### src/bgd_pkg.sv
// Constants, register map and types for the bridge gate control block.
// Assumes a 125 MHz pclk; all times except the 50 ns dead-time step are turned into cycle counts here.
package bgd_pkg;
  // ==========================================================
  // Timing
  localparam int CLK_NS      = 8;
  localparam int DT_STEP_NS  = 50;
  localparam int BS_CHG_NS   = 20000;
  localparam int BS_CHG_CYC  = BS_CHG_NS / CLK_NS;
  localparam int RES_NS      = 1000;
  localparam int RES_CYC     = (RES_NS + CLK_NS - 1) / CLK_NS;
  localparam int SLEEP_NS    = 10000;
  localparam int SLEEP_CYC   = (SLEEP_NS + CLK_NS - 1) / CLK_NS;
  localparam int BRK_NS      = 20000;
  localparam int BRK_CYC     = (BRK_NS + CLK_NS - 1) / CLK_NS;
  localparam int PUMP_NS     = 3000000;
  localparam int PUMP_CYC    = PUMP_NS / CLK_NS;
  localparam logic [5:0] DT_MIN_N = 6'h02;

  // ==========================================================
  // Register map
  typedef logic [7:0] bgd_addr_t;
  localparam bgd_addr_t OFS_TIMING  = 8'h00;
  localparam bgd_addr_t OFS_STARTUP = 8'h04;
  localparam bgd_addr_t OFS_RUN     = 8'h08;
  localparam bgd_addr_t OFS_DRIVE   = 8'h0c;
  localparam bgd_addr_t OFS_STATUS  = 8'h10;
  localparam bgd_addr_t OFS_MASK    = 8'h14;
  localparam bgd_addr_t OFS_DIAG    = 8'h18;
  localparam bgd_addr_t OFS_STATE   = 8'h1c;
  localparam int IDS_BIT   = 8;
  localparam int RUN_BIT   = 0;
  localparam int BRK_BIT   = 2;
  localparam int FF_BIT    = 15;
  localparam int NEV       = 6;
  localparam logic [5:0] DT_RST = 6'h00;

  // ==========================================================
  // Per-phase driver state
  typedef enum logic [4:0] {
    PH_OFF  = 5'h01,
    PH_DEAD = 5'h02,
    PH_LOW  = 5'h04,
    PH_HIGH = 5'h08,
    PH_CHG  = 5'h10
  } bgd_ph_state_t;
endpackage

### src/bgd_phase_if.sv
// Signals between the controller and one phase driver.
// Assumes both ends run on pclk.
`timescale 1ns/1ps
`default_nettype none
interface bgd_phase_if;
  logic       want_hi;
  logic       want_lo;
  logic       bs_on_ok;
  logic       bs_low;
  logic       force_off;
  logic [5:0] dead_n;
  logic       gl;
  logic       gh;
  logic       bs_fault;
  modport ctl (output want_hi, want_lo, bs_on_ok, bs_low, force_off, dead_n,
               input gl, gh, bs_fault);
  modport drv (input want_hi, want_lo, bs_on_ok, bs_low, force_off, dead_n,
               output gl, gh, bs_fault);
endinterface
`default_nettype wire

### src/bgd_phase.sv
// One bridge phase: dead time, bootstrap charge management, gate flops.
// Assumes want_hi and want_lo never both high and synchronised inputs.
`timescale 1ns/1ps
`default_nettype none
module bgd_phase (
  input  wire logic  pclk,
  input  wire logic  presetn,
  bgd_phase_if.drv   bus
);
  import bgd_pkg::*;

  localparam int CHG_LAST = BS_CHG_CYC - 1;
  localparam int MIN_GAP  = (2 * DT_STEP_NS + CLK_NS - 1) / CLK_NS;

  bgd_ph_state_t st_q;
  logic        chg_q;
  logic [5:0]  acc_q;
  logic [5:0]  ticks_q;
  logic [11:0] chg_cnt_q;
  logic        gl_q;
  logic        gh_q;
  logic        flt_q;
  logic [5:0]  dn;
  logic [5:0]  acc_nx;
  logic        tick;
  logic        dead_done;
  logic        any_want;
  logic        chg_fail;

  // ==========================================================
  // Dead time
  assign dn        = (bus.dead_n < DT_MIN_N) ? DT_MIN_N : bus.dead_n;
  assign acc_nx    = acc_q + 6'(CLK_NS);
  assign tick      = acc_nx >= 6'(DT_STEP_NS);
  assign dead_done = tick && ({1'b0, ticks_q} + 7'h01 >= {1'b0, dn});
  assign any_want  = bus.want_hi || bus.want_lo;
  assign chg_fail  = (chg_cnt_q == 12'(CHG_LAST)) && !bus.bs_on_ok;

  // Fractional 8 ns steps give an exact 50 ns average tick rate
  always_ff @(posedge pclk or negedge presetn) begin
    if (!presetn) begin
      acc_q   <= 6'h00;
      ticks_q <= 6'h00;
    end else if (st_q == PH_DEAD) begin
      acc_q   <= tick ? acc_nx - 6'(DT_STEP_NS) : acc_nx;
      ticks_q <= tick ? ticks_q + 6'h01 : ticks_q;
    end else begin
      acc_q   <= 6'h00;
      ticks_q <= 6'h00;
    end
  end

  // ==========================================================
  // Sequencing: every turn-on passes through the dead state
  always_ff @(posedge pclk or negedge presetn) begin
    if (!presetn) begin
      st_q     <= PH_OFF;
      chg_q    <= 1'b0;
    end else if (bus.force_off) begin
      st_q <= PH_OFF;
    end else begin
      unique case (st_q)
        PH_OFF: if (any_want) begin
          st_q     <= PH_DEAD;
          chg_q    <= 1'b0;
        end
        PH_DEAD: begin
          if (!any_want) st_q <= PH_OFF;
          else if (dead_done) begin
            if (chg_q || (bus.want_hi && !bus.bs_on_ok)) st_q <= PH_CHG;
            else if (bus.want_hi) st_q <= PH_HIGH;
            else st_q <= PH_LOW;
          end
        end
        PH_HIGH: if (!bus.want_hi || bus.bs_low) begin
          st_q     <= PH_DEAD;
          chg_q    <= bus.want_hi;
        end
        PH_LOW: if (!bus.want_lo) begin
          st_q     <= PH_DEAD;
        end
        PH_CHG: begin
          if (bus.bs_on_ok || !bus.want_hi) begin
            st_q     <= PH_DEAD;
            chg_q    <= 1'b0;
          end else if (chg_fail) st_q <= PH_OFF;
        end
      endcase
    end
  end

  always_ff @(posedge pclk or negedge presetn) begin
    if (!presetn) chg_cnt_q <= 12'h000;
    else if (st_q == PH_CHG) chg_cnt_q <= chg_cnt_q + 12'h001;
    else chg_cnt_q <= 12'h000;
  end

  // ==========================================================
  // Gate flops, active high
  always_ff @(posedge pclk or negedge presetn) begin
    if (!presetn) begin
      gl_q  <= 1'b0;
      gh_q  <= 1'b0;
      flt_q <= 1'b0;
    end else begin
      gl_q  <= !bus.force_off && (st_q == PH_LOW || st_q == PH_CHG);
      gh_q  <= !bus.force_off && st_q == PH_HIGH;
      flt_q <= !bus.force_off && st_q == PH_CHG && bus.want_hi && chg_fail;
    end
  end
  assign bus.gl       = gl_q;
  assign bus.gh       = gh_q;
  assign bus.bs_fault = flt_q;

  // ==========================================================
  // Checks
  logic [9:0] gap_q;
  always_ff @(posedge pclk or negedge presetn) begin
    if (!presetn) gap_q <= 10'h3ff;
    else if (gl_q || gh_q) gap_q <= 10'h000;
    else if (gap_q != 10'h3ff) gap_q <= gap_q + 10'h001;
  end

  a_no_overlap: assert property (@(posedge pclk) disable iff (!presetn)
    !(gl_q && gh_q)) else $error("both gates of a phase on");
  a_dead_min: assert property (@(posedge pclk) disable iff (!presetn)
    ($rose(gl_q) || $rose(gh_q)) |-> gap_q >= 10'(MIN_GAP - 1))
    else $error("dead gap below minimum");
  a_dead_len: assert property (@(posedge pclk) disable iff (!presetn)
    ($rose(gl_q) || $rose(gh_q)) |->
    ((16'(dn) * 16'(DT_STEP_NS)) <= (16'(gap_q) + 16'h0001) * 16'(CLK_NS)))
    else $error("dead gap shorter than programmed");
  a_hi_needs_bs: assert property (@(posedge pclk) disable iff (!presetn)
    $rose(gh_q) |-> $past(bus.bs_on_ok, 2)) else $error("high side on without charge");
  a_recharge: assert property (@(posedge pclk) disable iff (!presetn)
    (st_q == PH_HIGH && bus.bs_low && bus.want_hi && !bus.force_off)
    |=> (st_q == PH_DEAD && chg_q) ##[1:400] st_q == PH_CHG)
    else $error("no recharge after bootstrap droop");
  a_chg_fault: assert property (@(posedge pclk) disable iff (!presetn)
    (st_q == PH_CHG && chg_fail && bus.want_hi && !bus.force_off) |=> flt_q && st_q == PH_OFF)
    else $error("bootstrap fault not raised");
  c_recharge: cover property (@(posedge pclk) disable iff (!presetn)
    st_q == PH_HIGH ##1 st_q == PH_DEAD ##[1:400] st_q == PH_CHG);
  c_fault: cover property (@(posedge pclk) disable iff (!presetn) flt_q);
endmodule // bgd_phase
`default_nettype wire

### src/bgd_top.sv
// Bridge gate control: APB registers, sleep/reset pin, brake and chopping.
// Assumes pins are asynchronous to pclk and a 125 MHz pclk.
//
// How it works
// - Dead time for all phases is field value times 50 ns.
// - Field values 0, 1 and 2 give the 100 ns minimum.
// - After any gate turns off, wait dead time before complementary turn-on.
// - High side waits for bootstrap charge; low side recharges it first.
// - While high side is on, bootstrap droop starts a recharge cycle.
// - Bootstrap that cannot be charged raises a bootstrap fault.
// - Reset pin low past the sleep time stops the pump and sleeps.
// - Entering sleep clears latched faults and their flags.
// - Leaving sleep keeps every gate off until the pump settles.
// - A short reset pulse clears latched short faults and the fault register.
// - A high gate output turns its transistor on, low turns it off.
// - Start-up current limit acts only when the disable bit is 0.
// - During start-up the speed input is ignored except for braking.
// - Speed input held low past brake time brakes, only while running.
// - Brake turns all low sides on and all high sides off.
//
// Register access over APB and the placing of the registers are this design's own decisions.
`timescale 1ns/1ps
`default_nettype none
module bgd_top #(
  parameter int PUMP_SETTLE_CYC = bgd_pkg::PUMP_CYC
) (
  input  wire logic             pclk,
  input  wire logic             presetn,
  input  wire logic             psel,
  input  wire logic             penable,
  input  wire logic             pwrite,
  input  wire bgd_pkg::bgd_addr_t paddr,
  input  wire logic [31:0]      pwdata,
  output var  logic [31:0]      prdata,
  output var  logic             pready,
  output var  logic             pslverr,
  input  wire logic             sleep_reset_n,
  input  wire logic             speed_mod_in,
  input  wire logic             short_fault,
  input  wire logic [2:0]       bs_above_on,
  input  wire logic [2:0]       bs_below_off,
  input  wire logic             startup_active,
  output var  logic [2:0]       low_side_gate_out,
  output var  logic [2:0]       high_side_gate_out,
  output var  logic             pump_enable,
  output var  logic             current_limit_enable,
  output var  logic             irq
);
  import bgd_pkg::*;

  // ==========================================================
  // Pin synchronisers
  localparam logic [8:0] SYNC_RST = 9'h180;
  logic [8:0] s1_q;
  logic [8:0] s2_q;
  always_ff @(posedge pclk or negedge presetn) begin
    if (!presetn) begin
      s1_q <= SYNC_RST;
      s2_q <= SYNC_RST;
    end else begin
      s1_q <= {sleep_reset_n, speed_mod_in, short_fault, bs_above_on, bs_below_off};
      s2_q <= s1_q;
    end
  end
  logic       rst_pin;
  logic       mod_pin;
  logic       short_s;
  logic [2:0] bs_on_s;
  logic [2:0] bs_low_s;
  assign {rst_pin, mod_pin, short_s, bs_on_s, bs_low_s} = s2_q;

  // ==========================================================
  // Registers
  logic [5:0]     dt_q;
  logic           ids_q;
  logic           run_q;
  logic           brk_bit_q;
  logic [5:0]     drv_q;
  logic [NEV-1:0] stat_q;
  logic [NEV-1:0] mask_q;
  logic [3:0]     diag_q;
  logic           wr_acc;
  logic           rd_acc;
  logic           known;
  logic [31:0]    rdata;

  function automatic logic hit(input bgd_addr_t a, input bgd_addr_t ofs);
    hit = (a == ofs);
  endfunction

  assign wr_acc = psel && penable && pready && pwrite && !pslverr;
  assign rd_acc = psel && penable && pready && !pwrite && hit(paddr, OFS_STATUS);

  always_ff @(posedge pclk or negedge presetn) begin
    if (!presetn) begin
      dt_q      <= DT_RST;
      ids_q     <= 1'b0;
      run_q     <= 1'b0;
      brk_bit_q <= 1'b0;
      drv_q     <= 6'h00;
      mask_q    <= '0;
    end else if (wr_acc) begin
      if (hit(paddr, OFS_TIMING)) dt_q <= pwdata[5:0];
      if (hit(paddr, OFS_STARTUP)) ids_q <= pwdata[IDS_BIT];
      if (hit(paddr, OFS_RUN)) begin
        run_q     <= pwdata[RUN_BIT];
        brk_bit_q <= pwdata[BRK_BIT];
      end
      if (hit(paddr, OFS_DRIVE)) drv_q <= pwdata[5:0];
      if (hit(paddr, OFS_MASK)) mask_q <= pwdata[NEV-1:0];
    end
  end

  logic [2:0] gl_w;
  logic [2:0] gh_w;
  logic       sleep_q;
  logic       pump_wait_q;
  logic       brake_q;

  always_comb begin
    known = 1'b1;
    rdata = 32'h0000_0000;
    unique case (paddr)
      OFS_TIMING:  rdata[5:0] = dt_q;
      OFS_STARTUP: rdata[IDS_BIT] = ids_q;
      OFS_RUN:     rdata = {29'h0, brk_bit_q, 1'b0, run_q};
      OFS_DRIVE:   rdata[5:0] = drv_q;
      OFS_STATUS:  rdata[NEV-1:0] = stat_q;
      OFS_MASK:    rdata[NEV-1:0] = mask_q;
      OFS_DIAG:    rdata = {16'h0, |diag_q, 11'h0, diag_q};
      OFS_STATE:   rdata = {23'h0, brake_q, pump_wait_q, sleep_q, gh_w, gl_w};
      default:     known = 1'b0;
    endcase
  end

  // No wait states: data is captured at setup so prdata comes from a flop
  always_ff @(posedge pclk or negedge presetn) begin
    if (!presetn) begin
      pready  <= 1'b0;
      pslverr <= 1'b0;
      prdata  <= 32'h0000_0000;
    end else begin
      pready  <= psel && !penable;
      pslverr <= psel && !penable && !known;
      if (psel && !penable && !pwrite) prdata <= rdata;
    end
  end

  // ==========================================================
  // Sleep and fault clearing from the reset pin
  logic [11:0] rlow_q;
  logic [19:0] pump_cnt_q;
  logic        clr_pulse;
  logic        sleep_in;
  logic        wake_done;
  assign clr_pulse = !rst_pin && rlow_q == 12'(RES_CYC - 1);
  assign sleep_in  = !rst_pin && rlow_q == 12'(SLEEP_CYC - 1);
  assign wake_done = pump_wait_q && pump_cnt_q == 20'(PUMP_SETTLE_CYC - 1);

  always_ff @(posedge pclk or negedge presetn) begin
    if (!presetn) rlow_q <= 12'h000;
    else if (rst_pin) rlow_q <= 12'h000;
    else if (rlow_q != 12'(SLEEP_CYC)) rlow_q <= rlow_q + 12'h001;
  end

  always_ff @(posedge pclk or negedge presetn) begin
    if (!presetn) begin
      sleep_q     <= 1'b0;
      pump_enable <= 1'b1;
      pump_wait_q <= 1'b0;
      pump_cnt_q  <= 20'h00000;
    end else begin
      if (sleep_in) begin
        sleep_q     <= 1'b1;
        pump_enable <= 1'b0;
      end else if (sleep_q && rst_pin) begin
        sleep_q     <= 1'b0;
        pump_enable <= 1'b1;
        pump_wait_q <= 1'b1;
      end else if (wake_done) pump_wait_q <= 1'b0;
      pump_cnt_q <= pump_wait_q ? pump_cnt_q + 20'h00001 : 20'h00000;
    end
  end

  // ==========================================================
  // Faults and interrupt; a new event beats a clear in the same cycle
  logic       short_q;
  logic [2:0] bsf_w;
  logic [3:0] new_flt;
  logic       clr_all;
  assign new_flt = {short_s, bsf_w};
  assign clr_all = clr_pulse || sleep_in;

  always_ff @(posedge pclk or negedge presetn) begin
    if (!presetn) begin
      short_q <= 1'b0;
      diag_q  <= 4'h0;
    end else begin
      short_q <= short_s || (short_q && !clr_all);
      diag_q  <= new_flt | (clr_all ? 4'h0 : diag_q);
    end
  end

  logic [NEV-1:0] ev;
  assign ev = {wake_done, sleep_in, short_s && !short_q, bsf_w};
  always_ff @(posedge pclk or negedge presetn) begin
    if (!presetn) begin
      stat_q <= '0;
      irq    <= 1'b0;
    end else begin
      // Only bits actually returned to software are cleared
      stat_q <= ev | (stat_q & ~(rd_acc ? prdata[NEV-1:0] : '0));
      irq    <= |(stat_q & mask_q);
    end
  end

  // ==========================================================
  // Brake, chopping and start-up current limit
  logic [11:0] mlow_q;
  logic        mod_brake;
  logic        chop;
  assign mod_brake = mlow_q == 12'(BRK_CYC);
  assign chop      = !mod_pin && !startup_active && !brake_q;

  always_ff @(posedge pclk or negedge presetn) begin
    if (!presetn) mlow_q <= 12'h000;
    else if (mod_pin) mlow_q <= 12'h000;
    else if (!mod_brake) mlow_q <= mlow_q + 12'h001;
  end

  always_ff @(posedge pclk or negedge presetn) begin
    if (!presetn) begin
      brake_q              <= 1'b0;
      current_limit_enable <= 1'b0;
    end else begin
      brake_q              <= run_q && (brk_bit_q || mod_brake);
      current_limit_enable <= !startup_active || !ids_q;
    end
  end

  // ==========================================================
  // Phase drivers
  bgd_phase_if pif[3] ();
  logic force_off;
  assign force_off = sleep_q || pump_wait_q || short_q;

  for (genvar i = 0; i < 3; i++) begin : g_ph
    assign pif[i].want_hi   = run_q && !brake_q && drv_q[i] && !chop;
    assign pif[i].want_lo   = run_q && (brake_q || drv_q[3 + i]
                                        || (drv_q[i] && chop));
    assign pif[i].bs_on_ok  = bs_on_s[i];
    assign pif[i].bs_low    = bs_low_s[i];
    assign pif[i].force_off = force_off;
    assign pif[i].dead_n    = dt_q;
    assign gl_w[i]          = pif[i].gl;
    assign gh_w[i]          = pif[i].gh;
    assign bsf_w[i]         = pif[i].bs_fault;
    bgd_phase u_ph (
      .pclk    (pclk),
      .presetn (presetn),
      .bus     (pif[i])
    );
  end

  assign low_side_gate_out  = gl_w;
  assign high_side_gate_out = gh_w;

  // ==========================================================
  // Checks
  a_sleep_entry: assert property (@(posedge pclk) disable iff (!presetn)
    sleep_in |=> sleep_q && !pump_enable) else $error("sleep not entered");
  a_sleep_clears: assert property (@(posedge pclk) disable iff (!presetn)
    sleep_in |=> (diag_q & ~$past(new_flt)) == 4'h0) else $error("faults kept in sleep");
  a_wake_hold: assert property (@(posedge pclk) disable iff (!presetn)
    force_off |=> gl_w == 3'h0 && gh_w == 3'h0) else $error("gate on while held");
  a_clear_pulse: assert property (@(posedge pclk) disable iff (!presetn)
    clr_pulse && !short_s |=> !short_q) else $error("short latch not cleared");
  a_ids_gate: assert property (@(posedge pclk) disable iff (!presetn)
    startup_active && ids_q && $stable(ids_q) && $past(startup_active)
    |-> !current_limit_enable) else $error("start-up limit not disabled");
  a_mod_ignored: assert property (@(posedge pclk) disable iff (!presetn)
    startup_active |-> !chop) else $error("speed input chops during start-up");
  a_brake_run: assert property (@(posedge pclk) disable iff (!presetn)
    brake_q |-> $past(run_q)) else $error("brake without run");
  a_brake_gates: assert property (@(posedge pclk) disable iff (!presetn)
    $rose(brake_q) |-> ##2 gh_w == 3'h0) else $error("high side on in brake");
  c_brake: cover property (@(posedge pclk) disable iff (!presetn)
    brake_q && gl_w == 3'h7);
  c_sleep: cover property (@(posedge pclk) disable iff (!presetn) $fell(sleep_q));
  c_clear: cover property (@(posedge pclk) disable iff (!presetn) clr_pulse);
endmodule // bgd_top
`default_nettype wire

### config.mk
export PLATFORM = sky130hd
export DESIGN_NAME = bgd_top
export DESIGN_NICKNAME = d
export VERILOG_FILES = /design/src/bgd_pkg.sv /design/src/bgd_phase_if.sv /design/src/bgd_phase.sv /design/src/bgd_top.sv
export SDC_FILE = /design/constraint.sdc
export NUM_CORES = 1
export LEC_CHECK = 0
export BUFFER_PORTS_ARGS = -buffer_cell sky130_fd_sc_hd__buf_2
export CAP_MARGIN = 20
export CORE_MARGIN = 4
export CORE_UTILIZATION = 35
export CTS_CLUSTER_SIZE = 25
export DETAILED_ROUTE_END_ITERATION = 6
export PLACE_DENSITY_LB_ADDON = 0.08
export SLEW_MARGIN = 20
export SYNTH_ARGS = -nofsm -noshare
export SYNTH_HDL_FRONTEND = slang
export SYNTH_SLANG_ARGS = --single-unit
### constraint.sdc
create_clock -name pclk -period 6.8 [get_ports pclk]
set_clock_uncertainty 0.2 [all_clocks]
set_input_delay 1.36 -clock pclk [delete_from_list [all_inputs] [get_ports pclk]]
set_output_delay 1.36 -clock pclk [all_outputs]
set_load 0.1 [all_outputs]
==> impl_metrics.toml, run 1 <==
[floorplanning]
dieArea_um2 = 33300
coreArea_um2 = 29900
row_count = 63
die_w_um = 183
die_h_um = 183
start_util_pct = 35.7
ios = 98

[finish]
final-instance-count-excl-fill = 1511
nFillCells = 2963
drive_gt1_share_pct = 12.7
syn_to_final_growth_pct = 12.8
nNetsFinal = 1200

[synthesis]
synth_seq_cells = 208
synth.most_common_cell = "dfrtp_1"
synth_top_area_share_pct = 46.9
async_flop_share_pct = 100
netlist_area_um2 = 10700
synth_edf_count = 0
syn_area_per_cell_um2 = 10.1
synthTopCellsByCount = "dfrtp_1 (200), nor2_1 (132), nand2_1 (73)"
ys_seq_area_share_pct = 48.9
synthCells = 1053
yosysWarnings = 0
synth_area_leaders = "dfrtp_1 (47%), ha_1 (5.0%), nor2_1 (4.6%), xnor2_1 (4.2%), xor2_1 (3.7%)"
synthFlopType = "dfrtp_1"
yosysTopAreaCell = "dfrtp_1"
synthDistinctLibCells = 72

[clock_network]
hold_buffers = 0
cts_setup_buffers = 0
cts_tree = "yes"
clock_sinks = 208
cts_buffers = 25
cts-htree-levels = 1
clk_path_buf_depth = 3
clkTransAtPathRegs_ps = 60
clk_root_buffer_cell = "clkbuf_16"
cts_resized = 0
clock_latency_ps = 520

[pwr]
leakage_nw = 5.32
switching_share_pct = 23.6
pwr_density_cell_nw_per_um2 = 225
p_sw_w = 0.000639
ir_worst_vdd_mv = 0.180
clkPwrFrac_pct = 48.7
p_int_w = 0.00207
comb_power_share_pct = 4.7
seqPwrFrac_pct = 46.6

[placement]
hpwl_mm = 17.0
globalplace.congestion = 0.775
dpl.cell_count = 1465
port_buffers = 50

[timing]
fin_crit_sh_pct = 44.5
rsz0062_at_grt = "false"
final_max_slew_viol_count = 0
hold_violations = 0
timing.fmax_mhz = 330
finalSetupViolCount = 0
finalCriticalPeriod_ps = 3030
maxSlewHeadroom_pct = 38.3
final.setup.tns_ps = 0
tightest_slew_ps = 926

[worst_setup_path]
cpPeakStageDelay_ps = 530
crit_type = "register to primary output"
crit_slowest_cell = "dfstp_2"
arrival_ps = 1470
crit_family = "flip-flops"
critPathBufInv = 1
end_kind = "primary output"
critical_path_peak_fanout = 2
start_kind = "register"
worst_ep_required_time_ps = 5240
crit_chain = "buf_2"

[global_route]
grt_pass1_wl_mm = 41.0
grt_pass1_vias = 7607
track_usage_pct = 14.9
antenna_found_initial = 2
grt_max_degree = 151
grt_overflow_total = 0

[drt]
drt_iter0_drc = 389
firstDrtPassIters = 5
vias_per_cell = 4.95
totalWireLength_mm = 24.6
wl_per_cell_um = 16.3
vias = 7475
route.antenna.remaining_nets = 0
drc = 0

[worst_hold_path]
hold_path.class = "register to register"

[job]
drv_cap = 0

[run_status]
outcome = "completed"
## cell usage in the layout, fill, tap and decap left out, drive strengths merged, types with 4 or more instances in the layout
cell and instances:
and3 21, nor4b 5, or4b 4, dfstp 8
a22o 7, buf 53, a41oi 4, clkinv 4
a211oi 9, o32ai 4, nand2b 14, nor4 9
nand2 74, nor3 26, a21o 11, o22ai 4
nand3b 9, xor2 45, ha 43, mux2i 12
conb 22, a22oi 9, or4 4, nand3 53
clkbuf 37, nand4 21, nor2b 18, or3 11
mux2 23, and2 19, nor2 132, dfrtp 200
a21boi 6, inv 43, a21oi 27, o21ai 26
a31oi 7, xnor2 51
## power by group through the flow
stage	logic [W]	registers, W	clock network (W)
after floorplan	0.0000893	0.00128	0
after global placement	0.000130	0.00128	0
after detailed placement	0.000130	0.00128	0
after CTS	0.000131	0.00126	0.00137
after global routing	0.000140	0.00126	0.00142
final	0.000128	0.00126	0.00132
## worst reg2reg max path, cell delays in order (launching register included)
cell	delay, ps
dfrtp_1	460
nor4_1	370
a21boi_0	300
ha_1	370
nor2b_1	40
o21ai_0	150
a41oi_1	200
o21a_1	240
or4_1	410
a21oi_1	180
## sequential cells by signal, indices dropped and copies added, names as in the netlist, 9 cells and up
register	count
g_ph.u_ph.acc_q	15
g_ph.u_ph.chg_cnt_q	36
g_ph.u_ph.st_q	15
g_ph.u_ph.ticks_q	18
mlow_q	12
prdata	10
pump_cnt_q	20
rlow_q	12
s1_q	9
s2_q	9
## cell type report
type | count | area [um^2] | area share [%]
clock inverter | 8 | 95.1 | 0.790
tap | 390 | 488 | 4.06
sequential | 208 | 5220 | 43.3
clock buffer | 37 | 711 | 5.91
timing repair buffer | 53 | 295 | 2.45
multi-input combinational | 771 | 5060 | 42.1
antenna | 1 | 2.50 | 0.0208
inverter | 43 | 161 | 1.34
## logic make-up (layout without fill, tap and decap cells)
| family | count (synthesis) | in the layout | synth area share, % |
|---|---|---|---|
| buffers and inverters | 95 | 141 | 4.46 |
| muxes | 36 | 36 | 3.98 |
| xor gates and xnor gates | 96 | 96 | 7.88 |
| other | 1 | 23 | 0.0351 |
| DFF | 208 | 208 | 48.9 |
| and+or+nand+nor | 435 | 435 | 20.8 |
| adders and majority gates | 43 | 43 | 5.04 |
| AOI/OAI and AO/OA | 139 | 139 | 8.98 |
## worst paths after layout
kind | start | slack (ps) | cells past startpoint | to
max in group asynchronous | presetn | 4560 | 2 | pump_cnt_q[9]
min | s1_q[3] | 150 | 0 | s2_q[3]
min reg2reg | s1_q[3] | 150 | 0 | s2_q[3]
min in group asynchronous | presetn | 570 | 1 | g_ph[2].u_ph.chg_cnt_q[8]
max reg2reg | dt_q[5] | 3780 | 9 | g_ph[2].u_ph.st_q[3]
max | pump_enable | 3770 | 1 | pump_enable
## through the flow
stage          setup slack [ps]  cell area [um^2]  power, W  util, %  hold WS, ps
5_1_grt                    3430             12000   0.00282     40.3          157
6_report                   3770             12000   0.00270     40.3          148
3_3_place_gp               3370             11200   0.00141     37.6          132
2_1_floorplan              3750             10700   0.00137        -          131
3_5_place_dp               3380             11200   0.00141     37.6          138
4_1_cts                    3740             12000   0.00276     40.3          151
## layer usage
metal / up-vias / global-route usage [%] / part of all wire [%]
li1: 3719 / - / -
met1: 3614 / 21.7 / 50
met2: 110 / 23.4 / 44
met3: 32 / 2.37 / 3.9
met4: 0 / 3.30 / 1.9
met5: - / 0 / 0
Note: power is estimated with default switching activity, not from simulation.
==> run 2: changes to the inputs <==
clock period = 2.82 ns   (was 6.8 ns; I/O delays follow)
==> run 2 against run 1 <==
Compared with the run above: global-route usage grew 0.20 points; power grew 140%; sequential power grew 140%; via count grew 2.5%; worst setup slack lost 3600 ps; cell count grew 2.9%; design area grew 3.1%.
==> impl_metrics.toml, run 2 (synthesis gave the netlist of run 1 again) <==
[worst_setup_path]
crit_type = "register to register"
cpPeakStageDelay_ps = 400
end_kind = "register"
crit_slowest_cell = "dfrtp_1"
crit_chain = "ha_1 -> and3_1 -> xor2_1 -> ha_1 -> a21o_1 -> a221oi_2 -> nand2b_1 -> o2bb2ai_1 -> a211o_2"
crit_top_cell = "ha_1"
worst_ep_required_time_ps = 3070
start_kind = "register"
arrival_ps = 2900
critical_path_peak_fanout = 4

[timing]
tightest_slew_ps = 668
maxSlewHeadroom_pct = 55.4
rsz0062_at_grt = "false"
timing.fmax_mhz = 376
finalCriticalPeriod_ps = 2660
fin_crit_sh_pct = 94.2
timing.hold.ws_ps = 32.9
final_max_slew_viol_count = 0
finalSetupViolCount = 0
hold_violations = 0

[pwr]
pwr_density_cell_nw_per_um2 = 521
clkPwrFrac_pct = 47.9
comb_power_share_pct = 5.1
seqPwrFrac_pct = 47.0
p_sw_w = 0.00155
p_total_w = 0.00647
switching_share_pct = 24.0
leakage_nw = 5.54
p_int_w = 0.00492
ir_worst_vdd_mv = 0.458

[clock_network]
cts_tree = "yes"
clk_root_buffer_cell = "clkbuf_16"
clock_latency_ps = 530
clkTransAtPathRegs_ps = 60
cts-htree-levels = 1
clk_path_buf_depth = 3
clock_sinks = 208
cts_buffers = 26

[finish]
syn_to_final_growth_pct = 16.3
final_common_cell = "dfrtp_1"
num_antenna_cells = 0
nFillCells = 2909
drive_gt1_share_pct = 15.1
final_cell_mix = "dfrtp_1 (200), nor2_1 (132), nand2_1 (73), nand3_1 (53), xnor2_1 (51)"
final-instance-count-excl-fill = 1555
reg.largest.list = "g_ph.u_ph.chg_cnt_q: 36 flops, pump_cnt_q: 20 flops, g_ph.u_ph.ticks_q: 18 flops"
largest_register = "g_ph.u_ph.chg_cnt_q"
largest_register_ffs = 36
nNetsFinal = 1243
fin_util_pct = 41.5

[placement]
hpwl_mm = 17.5
dpl.cell_count = 1497
globalplace.congestion = 0.808
port_buffers = 50

[worst_hold_path]
hold_path.class = "primary input to register"

[floorplanning]
die_h_um = 183
die_w_um = 183
ios = 98
coreArea_um2 = 29900
dieArea_um2 = 33300
row_count = 63
start_util_pct = 35.7

[drt]
totalWireLength_mm = 24.7
drt_iter0_drc = 474
vias = 7665
drc = 0
wl_per_cell_um = 15.9
firstDrtPassIters = 4
vias_per_cell = 4.93
route.antenna.remaining_nets = 0

[job]
drv_cap = 0

[run_status]
outcome = "completed"

[global_route]
track_usage_pct = 15.1
grt_pass1_vias = 7580
grt_max_degree = 70
grt_pass1_wl_mm = 41.4
grt_overflow_total = 0
antenna_found_initial = 0
run 2: routing by layer:
layer	wire [um]	vias up	track usage [%]
li1	-	3805	-
met1	12400	3715	22.6
met2	10900	111	22.9
met3	949	34	2.31
met4	463	0	3.39
met5	0	-	0
run 2: what timing repair did:
action,4_1_cts,5_1_grt
hold buffers,10,0
setup buffers,0,0
setup endpoints to repair,5,11
hold endpoints to repair,36,0
resized for setup,1,6
run 2: cell type report:
| type | count | area, um^2 | area share [%] |
|---|---|---|---|
| Clock buffer | 42 | 762 | 6.14 |
| Clock inverter | 6 | 32.5 | 0.262 |
| Inverter | 43 | 161 | 1.30 |
| Multi-Input combinational cell | 771 | 5090 | 41.0 |
| Sequential cell | 208 | 5220 | 42.0 |
| Tap cell | 390 | 488 | 3.93 |
| Timing Repair Buffer | 95 | 661 | 5.32 |
run 2: power by group through the flow:
stage / Sequential [W] / Clock [W] / Combinational, W
2_1_floorplan: 0.00309 / 0 / 0.000215
3_3_place_gp: 0.00309 / 0 / 0.000327
3_5_place_dp: 0.00309 / 0 / 0.000328
4_1_cts: 0.00304 / 0.00323 / 0.000339
5_1_grt: 0.00304 / 0.00336 / 0.000363
6_report: 0.00304 / 0.00310 / 0.000331
run 2: path summary, 6_finish.rpt:
path | start | cells after the start | slack [ps] | endpoint
max in group asynchronous | presetn | 3 | 1420 | g_ph[1].u_ph.st_q[0]
hold reg to reg | s1_q[3] | 0 | 150 | s2_q[3]
min in group asynchronous | presetn | 2 | 300 | g_ph[2].u_ph.ticks_q[2]
hold / removal | startup_active | 2 | 30 | current_limit_enable
setup / recovery | g_ph[1].u_ph.ticks_q[1] | 9 | 160 | g_ph[1].u_ph.st_q[0]
setup reg to reg | g_ph[1].u_ph.ticks_q[1] | 9 | 160 | g_ph[1].u_ph.st_q[0]
run 2: worst max-delay path, delay by kind of cell (launching register included):
| kind | cells | cell delay [ps] |
|---|---|---|
| compound gates | 4 | 960 |
| xor+xnor | 1 | 160 |
| fa+ha+maj | 2 | 550 |
| flops | 1 | 400 |
| simple gates | 2 | 310 |
run 2: metrics by stage:
step / setup WS, ps / cell area, um^2 / TNS (ps)
detailed placement: -68.0 / 11500 / -169
CTS: 19.4 / 12400 / 0
global placement: -37.8 / 11500 / -71.8
finish: 163 / 12400 / 0
global route: 28.8 / 12400 / 0
floorplan: 280 / 10700 / 0
==> run 3: changes to the inputs <==
CORE_UTILIZATION = 55   (was 35)
==> run 3 against run 2 <==
Compared with the run above: design area down 2.2%; global-route usage up 5.8 points; largest cell class unchanged; non-clock buffer count down 2; critical path type unchanged.
==> impl_metrics.toml, run 3 (synthesis gave the netlist of run 1 again) <==
[finish]
nNetsFinal = 1238
largest_register_ffs = 36
nFillCells = 1589
final_cell_mix = "dfrtp_1 (200), nor2_1 (132), nand2_1 (73), nand3_1 (53), xnor2_1 (51)"
syn_to_final_growth_pct = 13.7
fin_util_pct = 64.2
final_common_cell = "dfrtp_1"
num_antenna_cells = 0
drive_gt1_share_pct = 14.8
largest_register = "g_ph.u_ph.chg_cnt_q"
reg.largest.list = "g_ph.u_ph.chg_cnt_q: 36 flops, pump_cnt_q: 20 flops, g_ph.u_ph.ticks_q: 18 flops"
regArea_um2 = 5220
multi_input_area_um2 = 5080

[floorplanning]
die_h_um = 147
coreArea_um2 = 18900
die_w_um = 147
row_count = 50
start_util_pct = 56.5
dieArea_um2 = 21700
ios = 98

[placement]
globalplace.congestion = 0.820
hpwl_mm = 15.9
port_buffers = 50

[pwr]
ir_worst_vdd_mv = 0.512
leakage_nw = 5.48
pwr_density_cell_nw_per_um2 = 510

[drt]
vias = 7687
drt_iter0_drc = 437
wl_per_cell_um = 15.8
drc = 0
route.antenna.remaining_nets = 0
totalWireLength_mm = 22.3
vias_per_cell = 5.44
firstDrtPassIters = 5

[clock_network]
cts-htree-levels = 1
clk_root_buffer_cell = "clkbuf_16"
clk_path_buf_depth = 3
cts_buffers = 23
clkTransAtPathRegs_ps = 60
cts_setup_buffers = 0
clock_latency_ps = 500
cts_tree = "yes"
clock_sinks = 208

[worst_hold_path]
hold_path.class = "primary input to register"

[global_route]
grt_pass1_vias = 7541
grt_max_degree = 64
track_usage_pct = 20.9
grt_pass1_wl_mm = 37.8
antenna_found_initial = 0
grt_overflow_total = 0

[timing]
hold_violations = 0
finalCriticalPeriod_ps = 2680
tightest_slew_ps = 701
fin_crit_sh_pct = 95.0
final_max_slew_viol_count = 0
maxSlewHeadroom_pct = 52.8
final.setup.tns_ps = 0
timing.fmax_mhz = 373
rsz0062_at_grt = "true"
finalSetupViolCount = 0

[worst_setup_path]
end_kind = "register"
worst_ep_required_time_ps = 3050
arrival_ps = 2900
start_kind = "register"
crit_type = "register to register"
critical_path_peak_fanout = 3

[run_status]
outcome = "completed"

[job]
drv_cap = 0
==> run 3: path summary, 6_finish.rpt <==
check	slack, ps	from	to	cells after the start
max	140	dt_q[5]	g_ph[2].u_ph.st_q[3]	9
min	70	penable	pready	2
max reg2reg	140	dt_q[5]	g_ph[2].u_ph.st_q[3]	9
min reg2reg	150	s1_q[4]	s2_q[4]	0
max in group asynchronous	1280	presetn	s2_q[8]	3
min in group asynchronous	390	presetn	g_ph[2].u_ph.chg_cnt_q[4]	2
==> run 3: stage by stage <==
step | hold WS [ps] | setup slack [ps] | power, W | cells | area [um^2]
2_1_floorplan | 68.4 | 280 | 0.00331 | 1074 | 10700
3_3_place_gp | 133 | 82.8 | 0.00341 | 1365 | 11300
3_5_place_dp | 136 | -16.4 | 0.00342 | 1365 | 11300
4_1_cts | 65.2 | 55.6 | 0.00627 | 1413 | 12100
5_1_grt | 82.3 | -23.9 | 0.00644 | 1413 | 12100
6_report | 66.2 | 141 | 0.00619 | 1413 | 12100
==> run 3: what timing repair did <==
action / CTS / global route
pin swaps: 0 / 0
endpoints found under the setup margin: 1 / 5
hold endpoints to repair: 67 / 0
gates resized for setup: 1 / 2
hold buffers: 10 / 0
==> run 3: cell type report <==
| cell class | count | area share, % |
|---|---|---|
| repair buffers | 93 | 5.32 |
| flip-flops and latches | 208 | 43.0 |
| clock inverters | 4 | 0.186 |
| well taps | 260 | 2.68 |
| clock buffers | 34 | 5.66 |
| inverters | 43 | 1.33 |
| multi-input cells | 771 | 41.8 |
==> run 3: worst max-delay path, stage by stage, from the launching register on <==
cell and delay [ps]:
dfrtp_1 390, nor4_2 330, a21boi_1 200, ha_1 320
nor2b_1 40, o21ai_0 180, a41oi_1 180, o21a_1 230
or4_1 400, a21oi_1 150
==> run 3: where the power goes <==
group / switching, W / internal, W / leakage [nW]
sequential: 0.0000215 / 0.00301 / 2.82
combinational: 0.000267 / 0.0000692 / 2.32
clock: 0.00115 / 0.00167 / 0.350
==> run 3: layer usage <==
layer | GRT usage (%) | wire, um | vias up | part of all wire, %
met1 | 31.0 | 10900 | 3734 | 49
li1 | - | - | 3785 | -
met5 | 0 | 0 | - | 0
met3 | 2.75 | 711 | 35 | 3.2
met2 | 32.4 | 10100 | 133 | 45
met4 | 5.96 | 621 | 0 | 2.8
